--- src/sdc_pkg.sv ---
// Package: register map, field positions and reset values for the converter controls
package sdc_pkg;

  // ==========================================================
  // Register offsets
  localparam logic [7:0] SECOND_CONVERTER_CONTROL_OFS = 8'h06;
  localparam logic [7:0] THIRD_CONVERTER_CONTROL_OFS  = 8'h07;

  // ==========================================================
  // Field positions
  localparam int SDC_RSVD_BIT        = 7;
  localparam int SDC_SECOND_EN_BIT   = 6;
  localparam int SDC_SECOND_PWM_BIT  = 5;
  localparam int SDC_THIRD_PWM_BIT   = 6;
  localparam int SDC_THIRD_EN_BIT    = 5;
  localparam int SDC_VCODE_MSB       = 4;

  // ==========================================================
  // Reset values and codes
  localparam logic [4:0] SDC_VCODE_ZERO        = 5'h00;
  localparam logic [4:0] SDC_SECOND_VCODE_RST  = 5'h1f;
  localparam logic [4:0] SDC_THIRD_VCODE_DFLT  = 5'h1f;
  localparam logic       SDC_SECOND_EN_RST     = 1'h1;
  localparam logic       SDC_SECOND_PWM_RST    = 1'h0;
  localparam logic       SDC_THIRD_EN_RST      = 1'h1;
  localparam logic       SDC_THIRD_PWM_RST     = 1'h0;

  // Second converter voltage target select
  typedef enum logic [1:0] {
    SDC_VSEL_EXTERNAL,
    SDC_VSEL_TABLE,
    SDC_VSEL_MAX
  } sdc_vsel_type;

endpackage

--- src/sdc_ctl_if.sv ---
// Interface: stored register fields bundle from register file to converter control
interface sdc_ctl_if;
  logic [6:0] second_reg;
  logic [6:0] third_reg;

  modport regs
  (
    output second_reg,
    output third_reg
  );
  modport ctl
  (
    input  second_reg,
    input  third_reg
  );
endinterface

--- src/sdc_regfile.sv ---
// Register storage for both converter control registers
module sdc_regfile
  import sdc_pkg::*;
#(
  parameter logic [4:0] THIRD_VCODE_RST = SDC_THIRD_VCODE_DFLT
)
(
  // Clock and reset
  input  wire logic       clock,
  input  wire logic       resetn,
  // Write port
  input  wire logic       wr_en,
  input  wire logic [7:0] wr_addr,
  input  wire logic [7:0] wr_data,
  // Read port
  input  wire logic [7:0] rd_addr,
  output      logic [7:0] rd_data_ff,
  // Stored fields
  sdc_ctl_if.regs         ctl
);

  logic [6:0] second_ff;
  logic [6:0] third_ff;
  logic [6:0] nxt_second;
  logic [6:0] nxt_third;
  logic [7:0] nxt_rd_data;

  // ==========================================================
  // Write and read decode
  always_comb
  begin
    nxt_second = second_ff;
    nxt_third  = third_ff;
    // Top bit is never stored
    if (wr_en && wr_addr == SECOND_CONVERTER_CONTROL_OFS)
    begin
      nxt_second = wr_data[6:0];
    end
    if (wr_en && wr_addr == THIRD_CONVERTER_CONTROL_OFS)
    begin
      nxt_third = wr_data[6:0];
    end
    unique case (rd_addr)
      SECOND_CONVERTER_CONTROL_OFS: nxt_rd_data = {1'b0, second_ff};
      THIRD_CONVERTER_CONTROL_OFS:  nxt_rd_data = {1'b0, third_ff};
      default:                      nxt_rd_data = 8'h00;
    endcase
  end

  always_ff @(posedge clock)
  begin
    if (!resetn)
    begin
      second_ff  <= {SDC_SECOND_EN_RST, SDC_SECOND_PWM_RST, SDC_SECOND_VCODE_RST};
      third_ff   <= {SDC_THIRD_PWM_RST, SDC_THIRD_EN_RST, THIRD_VCODE_RST};
      rd_data_ff <= 8'h00;
    end
    else
    begin
      second_ff  <= nxt_second;
      third_ff   <= nxt_third;
      rd_data_ff <= nxt_rd_data;
    end
  end

  assign ctl.second_reg = second_ff;
  assign ctl.third_reg  = third_ff;

  a_rd_top_zero: assert property (@(posedge clock) disable iff (!resetn)
    rd_data_ff[SDC_RSVD_BIT] == 1'b0)
    else $error("Reserved read bit not zero");

endmodule

--- src/sdc_top.sv ---
// Top: control registers and decoded controls for the second and flash supply converters
// Functional notes
// Second code: 0 external, 1-F table, 1x max
// Second D5 forces PWM, resets zero
// Second D6 enables converter, resets one
// Third converter auto PWM/PFM by default
// Third D6 forces PWM, resets zero
// Third enable at D5, resets one
// Host writes code before setting enable
// Zero code holds third converter disabled
// Disabled with nonzero code closes pulldown
// Zero code opens the pulldown switch
// Third code 01=1.80V, +0.05V per step
// Third reset code is factory constant
// Bit D7 ignores writes, reads zero
module sdc_top
  import sdc_pkg::*;
#(
  parameter logic [4:0] THIRD_VCODE_RST = SDC_THIRD_VCODE_DFLT
)
(
  // Clock and reset
  input  wire logic       clock,
  input  wire logic       resetn,
  // Register access from serial host interface
  input  wire logic       reg_wr_en,
  input  wire logic [7:0] reg_wr_addr,
  input  wire logic [7:0] reg_wr_data,
  input  wire logic [7:0] reg_rd_addr,
  output      logic [7:0] reg_rd_data_ff,
  // Second step-down converter controls
  output      logic       second_stepdown_converter_en_ff,
  output      logic       second_stepdown_converter_force_pwm_ff,
  output      logic       second_stepdown_converter_ext_fb_ff,
  output      logic [3:0] second_stepdown_converter_vstep_ff,
  output      logic       second_stepdown_converter_vmax_ff,
  // Flash supply converter controls
  output      logic       flash_supply_converter_en_ff,
  output      logic       flash_supply_converter_force_pwm_ff,
  output      logic [4:0] flash_supply_converter_vcode_ff,
  output      logic       flash_supply_converter_pulldown_ff
);

  sdc_ctl_if ctl_bus ();

  sdc_regfile #(
    .THIRD_VCODE_RST (THIRD_VCODE_RST)
  ) u_regs (
    .clock      (clock),
    .resetn     (resetn),
    .wr_en      (reg_wr_en),
    .wr_addr    (reg_wr_addr),
    .wr_data    (reg_wr_data),
    .rd_addr    (reg_rd_addr),
    .rd_data_ff (reg_rd_data_ff),
    .ctl        (ctl_bus.regs)
  );

  function automatic sdc_vsel_type sdc_second_vsel(input logic [4:0] code);
    if (code[SDC_VCODE_MSB])
      return SDC_VSEL_MAX;
    else if (code == SDC_VCODE_ZERO)
      return SDC_VSEL_EXTERNAL;
    else
      return SDC_VSEL_TABLE;
  endfunction

  logic [4:0]   second_code;
  logic [4:0]   third_code;
  logic         third_code_zero;
  logic         third_en_bit;
  sdc_vsel_type second_vsel;

  logic       nxt_second_en;
  logic       nxt_second_pwm;
  logic       nxt_second_ext;
  logic [3:0] nxt_second_vstep;
  logic       nxt_second_vmax;
  logic       nxt_third_en;
  logic       nxt_third_pwm;
  logic [4:0] nxt_third_vcode;
  logic       nxt_third_pd;

  // ==========================================================
  // Decode
  always_comb
  begin
    second_code     = ctl_bus.second_reg[SDC_VCODE_MSB:0];
    third_code      = ctl_bus.third_reg[SDC_VCODE_MSB:0];
    third_code_zero = (third_code == SDC_VCODE_ZERO);
    third_en_bit    = ctl_bus.third_reg[SDC_THIRD_EN_BIT];
    second_vsel     = sdc_second_vsel(second_code);
    nxt_second_en    = ctl_bus.second_reg[SDC_SECOND_EN_BIT];
    nxt_second_pwm   = ctl_bus.second_reg[SDC_SECOND_PWM_BIT];
    nxt_second_ext   = (second_vsel == SDC_VSEL_EXTERNAL);
    nxt_second_vmax  = (second_vsel == SDC_VSEL_MAX);
    // Step 1..15 means 1.80 V + 0.10 V*(step-1); 0 when not table
    nxt_second_vstep = (second_vsel == SDC_VSEL_TABLE) ? second_code[3:0] : 4'h0;
    // Host must program code before enable; zero code overrides enable
    nxt_third_en     = third_en_bit && !third_code_zero;
    // Auto PWM/PFM in the converter unless forced
    nxt_third_pwm    = ctl_bus.third_reg[SDC_THIRD_PWM_BIT];
    // Analog decodes 1.80 V + 0.05 V*(code-1)
    nxt_third_vcode  = third_code;
    nxt_third_pd     = !third_en_bit && !third_code_zero;
  end

  always_ff @(posedge clock)
  begin
    if (!resetn)
    begin
      second_stepdown_converter_en_ff        <= SDC_SECOND_EN_RST;
      second_stepdown_converter_force_pwm_ff <= SDC_SECOND_PWM_RST;
      second_stepdown_converter_ext_fb_ff    <= 1'b0;
      second_stepdown_converter_vstep_ff     <= 4'h0;
      second_stepdown_converter_vmax_ff      <= 1'b1;
      // Factory code shows from reset; a zero factory code keeps it off
      flash_supply_converter_en_ff           <= SDC_THIRD_EN_RST && (THIRD_VCODE_RST != SDC_VCODE_ZERO);
      flash_supply_converter_force_pwm_ff    <= SDC_THIRD_PWM_RST;
      flash_supply_converter_vcode_ff        <= THIRD_VCODE_RST;
      flash_supply_converter_pulldown_ff     <= 1'b0;
    end
    else
    begin
      second_stepdown_converter_en_ff        <= nxt_second_en;
      second_stepdown_converter_force_pwm_ff <= nxt_second_pwm;
      second_stepdown_converter_ext_fb_ff    <= nxt_second_ext;
      second_stepdown_converter_vstep_ff     <= nxt_second_vstep;
      second_stepdown_converter_vmax_ff      <= nxt_second_vmax;
      flash_supply_converter_en_ff           <= nxt_third_en;
      flash_supply_converter_force_pwm_ff    <= nxt_third_pwm;
      flash_supply_converter_vcode_ff        <= nxt_third_vcode;
      flash_supply_converter_pulldown_ff     <= nxt_third_pd;
    end
  end

  // ==========================================================
  // Checks
  a_zero_code_off: assert property (@(posedge clock) disable iff (!resetn)
    ##1 $past(resetn) && $past(third_code_zero) |-> !flash_supply_converter_en_ff)
    else $error("Third converter enabled with zero code");

  a_pd_zero_open: assert property (@(posedge clock) disable iff (!resetn)
    ##1 $past(resetn) && $past(third_code_zero) |-> !flash_supply_converter_pulldown_ff)
    else $error("Pulldown closed with zero code");

  a_pd_when_off: assert property (@(posedge clock) disable iff (!resetn)
    ##1 $past(resetn) && $past(!third_en_bit && !third_code_zero) |-> flash_supply_converter_pulldown_ff)
    else $error("Pulldown open while disabled");

  a_pd_en_excl: assert property (@(posedge clock) disable iff (!resetn)
    !(flash_supply_converter_pulldown_ff && flash_supply_converter_en_ff))
    else $error("Pulldown and enable both active");

  a_third_wr_en: assert property (@(posedge clock) disable iff (!resetn)
    reg_wr_en && reg_wr_addr == THIRD_CONVERTER_CONTROL_OFS && reg_wr_data[4:0] != 5'h00
    |-> ##2 flash_supply_converter_en_ff == $past(reg_wr_data[5], 2))
    else $error("Third enable does not follow D5");

  a_third_pwm_wr: assert property (@(posedge clock) disable iff (!resetn)
    reg_wr_en && reg_wr_addr == THIRD_CONVERTER_CONTROL_OFS
    |-> ##2 flash_supply_converter_force_pwm_ff == $past(reg_wr_data[6], 2))
    else $error("Third force PWM does not follow D6");

  a_second_en_wr: assert property (@(posedge clock) disable iff (!resetn)
    reg_wr_en && reg_wr_addr == SECOND_CONVERTER_CONTROL_OFS
    |-> ##2 second_stepdown_converter_en_ff == $past(reg_wr_data[6], 2)
        && second_stepdown_converter_force_pwm_ff == $past(reg_wr_data[5], 2))
    else $error("Second enable or PWM wrong");

  a_second_vmax: assert property (@(posedge clock) disable iff (!resetn)
    reg_wr_en && reg_wr_addr == SECOND_CONVERTER_CONTROL_OFS && reg_wr_data[4]
    |-> ##2 second_stepdown_converter_vmax_ff && !second_stepdown_converter_ext_fb_ff)
    else $error("Second code top bit not max");

  a_second_ext: assert property (@(posedge clock) disable iff (!resetn)
    reg_wr_en && reg_wr_addr == SECOND_CONVERTER_CONTROL_OFS && reg_wr_data[4:0] == 5'h00
    |-> ##2 second_stepdown_converter_ext_fb_ff)
    else $error("Second zero code not external");

  a_third_vcode: assert property (@(posedge clock) disable iff (!resetn)
    reg_wr_en && reg_wr_addr == THIRD_CONVERTER_CONTROL_OFS
    |-> ##2 flash_supply_converter_vcode_ff == $past(reg_wr_data[4:0], 2))
    else $error("Third voltage code wrong");

  a_rd_second: assert property (@(posedge clock) disable iff (!resetn)
    reg_wr_en && reg_wr_addr == SECOND_CONVERTER_CONTROL_OFS && reg_rd_addr == SECOND_CONVERTER_CONTROL_OFS
    ##1 reg_rd_addr == SECOND_CONVERTER_CONTROL_OFS
    |-> ##1 reg_rd_data_ff == {1'b0, $past(reg_wr_data[6:0], 2)})
    else $error("Second readback wrong");

endmodule

--- config.mk ---
export PLATFORM = sky130hd
export DESIGN_NAME = sdc_top
export DESIGN_NICKNAME = d
export VERILOG_FILES = /design/src/sdc_pkg.sv /design/src/sdc_ctl_if.sv /design/src/sdc_regfile.sv /design/src/sdc_top.sv
export SDC_FILE = /design/constraint.sdc
export NUM_CORES = 1
export LEC_CHECK = 0
export BUFFER_PORTS_ARGS = -buffer_cell sky130_fd_sc_hd__buf_2
export CORE_MARGIN = 2
export CORE_UTILIZATION = 42
export DETAILED_ROUTE_END_ITERATION = 12
export PLACE_DENSITY = 0.73
export REMOVE_ABC_BUFFERS = 1
export SETUP_SLACK_MARGIN = 0.05
export SYNTH_ARGS = -nofsm -noshare
export SYNTH_HDL_FRONTEND = slang
export SYNTH_SLANG_ARGS = --single-unit
--- constraint.sdc ---
create_clock -name clock -period 1.7 [get_ports clock]
set_clock_uncertainty 0.15 [all_clocks]
set_input_delay 0.255 -clock clock [delete_from_list [all_inputs] [get_ports clock]]
set_output_delay 0.255 -clock clock [all_outputs]
set_load 0.1 [all_outputs]
==> flow_metrics.tcl, run 1 <==
set metrics [dict create \
    ant_nets 0 \
    hp-class "primary input to flip-flop" \
    worst_ep_arrival_time_ns 1.11 \
    power_density_nw_per_um2 846 \
    crit_required_ns 1.29 \
    cts_setup_buffers 0 \
    syn_inst 125 \
    synth-edff-count 0 \
    clk_latency_ns 0.34 \
    io_pins 51 \
    die_area_sq_um 3580 \
    crit_family "buffers and inverters" \
    ctsRootBufferMaster "clkbuf_4" \
    synthDistinctLibCells 27 \
    setup_viol 0 \
    clk_pin_slew_ns 0.11 \
    clockPowerShare 0.309 \
    drive_gt1_frac 0.348 \
    die_h_microns 59.8 \
    slew_violations 0 \
    ys_seq_area_frac 0.567 \
    min_period_ns 1.51 \
    hpwl_microns 2020 \
    cp_cell_sequence "buf_2" \
    path_class "flip-flop to output port" \
    antenna_found_initial 0 \
    routed_wl_microns 2560 \
    cts.sinks 37 \
    max_freq_mhz 661 \
    peakVddDrop_uv 343 \
    synthArstFlopShare 0 \
    wl_per_cell_microns 12.1 \
    drv_cap 0 \
    syn_to_final_growth_pct 25.5 \
    rsz0062_at_grt "false" \
    drt_pass1_iterations 4 \
    synth.cell_area_sq_um 1310 \
    critPathMaxFanout 1 \
    nets 204 \
    die_w_microns 59.8 \
    gp_congestion 0.777 \
    row_count 20 \
    initial_core_util 0.435 \
    grt_max_degree 14 \
    seqCellArea_sq_um 741 \
    track_usage 0.158 \
    crit_path_start_kind "flip-flop" \
    drcViolationCount 0 \
    power_mw 1.39 \
    finalCritPeriodShare 0.890 \
    cts_tree "built" \
    hold_violations 0 \
    ys_warn_count 0 \
    syn_avg_cell_area_sq_um 10.5 \
    swShare 0.235 \
    port_buffers 48 \
    coreArea_sq_um 3000 \
    status "finished, final reports clean" \
    pwr-share-seq 0.625 \
    numCtsBuffers 5 \
    ctsResizeCount 0 \
    grt_overflow 0 \
    multi_input_area_sq_um 522 \
    p_leak_nw 0.752 \
    power.internal_mw 1.06 \
    holdBufCountCts 0 \
    power_switching_mw 0.326 \
    h-tree-depth 2 \
    grt_pass1_vias 961 \
    combPwrFrac 0.066 \
    n_antenna_cell 0 \
    synth_ff_type "dfxtp_1" \
    critPathMaxStageDelay_ns 0.42 \
    endpoint_kind "output port" \
    num_vias 1073 \
    crit_slowest_cell "buf_2" \
    cts_max_path_buffers 2 \
    setup_tns_ns 0 \
    nFillCells 280 \
    viasPerCell 5.09 \
    ys_ff_latch 37 \
    drtIter0Drc 14 \
    crit_buf_inv 1 \
    grt_pass1_wl_microns 4000 \
]
==> path summary, 6_finish.rpt <==
| check | from | to | slack, ns | depth (start not counted) |
|---|---|---|---|---|
| max | second_stepdown_converter_vstep_ff[3] | second_stepdown_converter_vstep_ff[3] | 0.19 | 1 |
| min | resetn | flash_supply_converter_en_ff | 0.01 | 2 |
| max reg2reg | u_regs.ctl.third_reg[1] | flash_supply_converter_en_ff | 0.35 | 3 |
| min reg2reg | u_regs.ctl.third_reg[6] | flash_supply_converter_force_pwm_ff | 0.32 | 2 |
==> power by group through the flow <==
stage          clock [mW]  sequential (mW)  combinational [mW]
2_1_floorplan           0            0.893              0.0344
3_3_place_gp            0            0.888              0.0891
3_5_place_dp            0            0.888              0.0919
4_1_cts             0.431            0.868              0.0924
5_1_grt             0.467            0.868              0.0999
6_report            0.428            0.868              0.0917
==> through the flow <==
step | setup slack, ns | util | instances | hold slack, ns | cell area, sq um
3_3_place_gp | -0.0186 | 0.529 | 203 | 0.304 | 1590
3_5_place_dp | -0.0708 | 0.529 | 203 | 0.315 | 1590
2_1_floorplan | -0.372 | - | 118 | 0.167 | 1280
6_report | 0.187 | 0.546 | 211 | 0.0113 | 1640
5_1_grt | 0.167 | 0.546 | 211 | 0.0159 | 1640
4_1_cts | 0.182 | 0.546 | 211 | 0.00975 | 1640
==> logic make-up after synthesis <==
logic type	Yosys count	synth area share
simple gates	49	0.210
flops	37	0.567
mux	15	0.119
compound gates	12	0.0679
buf+inv	11	0.0344
other cells	1	0.00287
==> cell type report <==
cell class,instances,share of cell area
Timing Repair Buffer,52,0.165
Clock buffer,6,0.0252
Clock inverter,2,0.00610
Inverter,4,0.00915
Multi-Input combinational cell,77,0.318
Tap cell,33,0.0252
Sequential cell,37,0.452
==> synth_stat cells, types with 2 or more instances <==
cell type,instances,share of area
a31oi_1,5,0.024
a41oi_1,5,0.033
and2_1,4,0.019
clkbuf_1,5,0.014
dfxtp_1,37,0.57
inv_1,4,0.011
mux2i_1,14,0.11
nand2_1,6,0.017
nand2b_1,7,0.033
nor2_1,18,0.052
nor2b_1,2,0.0096
nor3_1,2,0.0077
or4_1,2,0.011
==> placed cells by master, fill, tap and decap left out, drive strengths merged <==
cell and n:
nor3 3, nand2 6, nand4 1, nor4bb 1
a31oi 5, or4 2, nor2 18, nand3 1
inv 4, a41oi 5, nand2b 7, mux2 1
mux2i 14, clkbuf 6, conb 1, dfxtp 37
nor2b 2, o21ai 1, nor4b 1, and2 4
or4b 1, buf 52, or4bb 1, clkinv 2
a211o 1, nor4 1
==> worst reg2reg max path: cells and delay by family, from the launching register on <==
family | cells | cell delay, ns
and+or+nand+nor | 2 | 0.61
DFF | 1 | 0.32
AOI/OAI and AO/OA | 1 | 0.17
==> per-layer routing <==
| layer | share of wire | track usage | wire length (microns) |
|---|---|---|---|
| met5 | 0 | 0 | 0 |
| met4 | 0.029 | 0.105 | 75 |
| met3 | 0.043 | 0.0390 | 110 |
| met2 | 0.52 | 0.275 | 1330 |
| met1 | 0.41 | 0.165 | 1040 |
No activity file was read; power rests on OpenSTA's default activity.
==> inputs of run 2 (changes only) <==
RECOVER_POWER = 100   (was default)
==> flow_metrics.tcl, run 2 (synthesized netlist as in run 1, its figures left out) <==
set metrics [dict create \
    status "finished, final reports clean" \
    final_common_cell "dfxtp_1" \
    path_class "flip-flop to output port" \
    gp_congestion 0.777 \
    hp-class "primary input to flip-flop" \
    hpwl_microns 2020 \
    io_pins 51 \
    grt_pass1_vias 961 \
    routed_wl_microns 2560 \
    r2r-end "flash_supply_converter_en_ff" \
    grt_max_degree 14 \
    finalCritPeriodShare 0.910 \
    grt_pass1_wl_microns 4000 \
    worstRegToRegCells 3 \
    ant_nets 0 \
    holdBufCountCts 0 \
    drt_pass1_iterations 4 \
    critPathMaxStageDelay_ns 0.45 \
    whs_ns 0.0105 \
    coreArea_sq_um 3000 \
    die_w_microns 59.8 \
    min_period_ns 1.55 \
    drtIter0Drc 17 \
    layout_common_cells "37 x dfxtp_1, 24 x buf_2, 24 x clkbuf_2" \
    setup_viol 0 \
    seqCellArea_sq_um 741 \
    power_density_nw_per_um2 851 \
    nets 204 \
    ctsRootBufferMaster "clkbuf_4" \
    clk_latency_ns 0.34 \
    ctsResizeCount 0 \
    numCtsBuffers 5 \
    cts_tree "built" \
    drive_gt1_frac 0.331 \
    endpoint_kind "output port" \
    crit_path_start_kind "flip-flop" \
    clk_pin_slew_ns 0.11 \
    viasPerCell 5.05 \
    cts_max_path_buffers 2 \
    nFillCells 283 \
    slew_violations 0 \
    cts_setup_buffers 0 \
    peakVddDrop_uv 343 \
    antenna_found_initial 0 \
    cts.sinks 37 \
    n_antenna_cell 0 \
    multi_input_area_sq_um 518 \
    rsz0062_at_grt "false" \
    wl_per_cell_microns 12.1 \
    setup_tns_ns 0 \
    max_freq_mhz 646 \
    drv_cap 0 \
    syn_to_final_growth_pct 24.6 \
    port_buffers 48 \
    track_usage 0.158 \
    cp_cell_sequence "clkbuf_2" \
    crit_family "buffers and inverters" \
    crit_buf_inv 1 \
    p_leak_nw 0.738 \
    critPathMaxFanout 1 \
    min-delay-start "reg_wr_data[6]" \
    ff2ff_setup_slack_ns 0.36 \
    die_h_microns 59.8 \
    num_vias 1066 \
    grt_overflow 0 \
    worst_pin_slew_ns 0.543 \
    min_to "u_regs.ctl.third_reg[6]" \
    worst_ep_arrival_time_ns 1.14 \
    drcViolationCount 0 \
    h-tree-depth 2 \
    hold_depth 3 \
    hold_violations 0 \
    crit_slowest_cell "clkbuf_2" \
    die_area_sq_um 3580 \
    regToRegStartpoint "u_regs.ctl.third_reg[1]" \
    crit_required_ns 1.29 \
    row_count 20 \
    slew_headroom 0.640 \
    initial_core_util 0.435 \
]
run 2: how the worst max path moves through the flow:
stage	depth (start not counted)	end	startpoint
2_1_floorplan	3	u_regs.ctl.third_reg[5]	reg_wr_addr[4]
3_3_place_gp	5	u_regs.ctl.second_reg[4]	reg_wr_addr[4]
3_5_place_dp	5	u_regs.ctl.second_reg[1]	reg_wr_addr[4]
4_1_cts	1	second_stepdown_converter_vstep_ff[3]	second_stepdown_converter_vstep_ff[3]
5_1_grt	5	u_regs.ctl.second_reg[1]	reg_wr_addr[4]
6_report	1	second_stepdown_converter_vstep_ff[3]	second_stepdown_converter_vstep_ff[3]
run 2: routing by layer:
layer	up-vias	part of all wire	track usage
li1	541	-	-
met1	479	0.40	0.165
met2	39	0.52	0.275
met3	7	0.049	0.0390
met4	0	0.030	0.105
met5	-	0	0
run 2: final cells by class:
class / count / area share
clock buffers: 6 / 0.0253
clock inverters: 2 / 0.00614
inverters: 4 / 0.00922
multi-input cells: 77 / 0.318
flip-flops and latches: 37 / 0.455
well taps: 33 / 0.0253
repair buffers: 52 / 0.161
run 2: worst min-delay path, cell delays in order:
cell and delay (ns):
buf_2 0.10, nand2_1 0.05, mux2i_1 0.05
run 2: metrics by stage:
stage	power, mW	utilization	setup slack (ns)	instances	instance area, sq um
after floorplan	0.928	-	-0.372	118	1280
after global placement	0.977	0.529	-0.0186	203	1590
after detailed placement	0.980	0.529	-0.0708	203	1590
after CTS	1.39	0.546	0.182	211	1640
after global routing	1.43	0.543	0.0879	211	1630
final	1.39	0.543	0.153	211	1630
run 2: where the power goes:
part,switching [mW],internal (mW)
clock network,0.272,0.157
registers,0.000513,0.867
logic,0.0547,0.0354
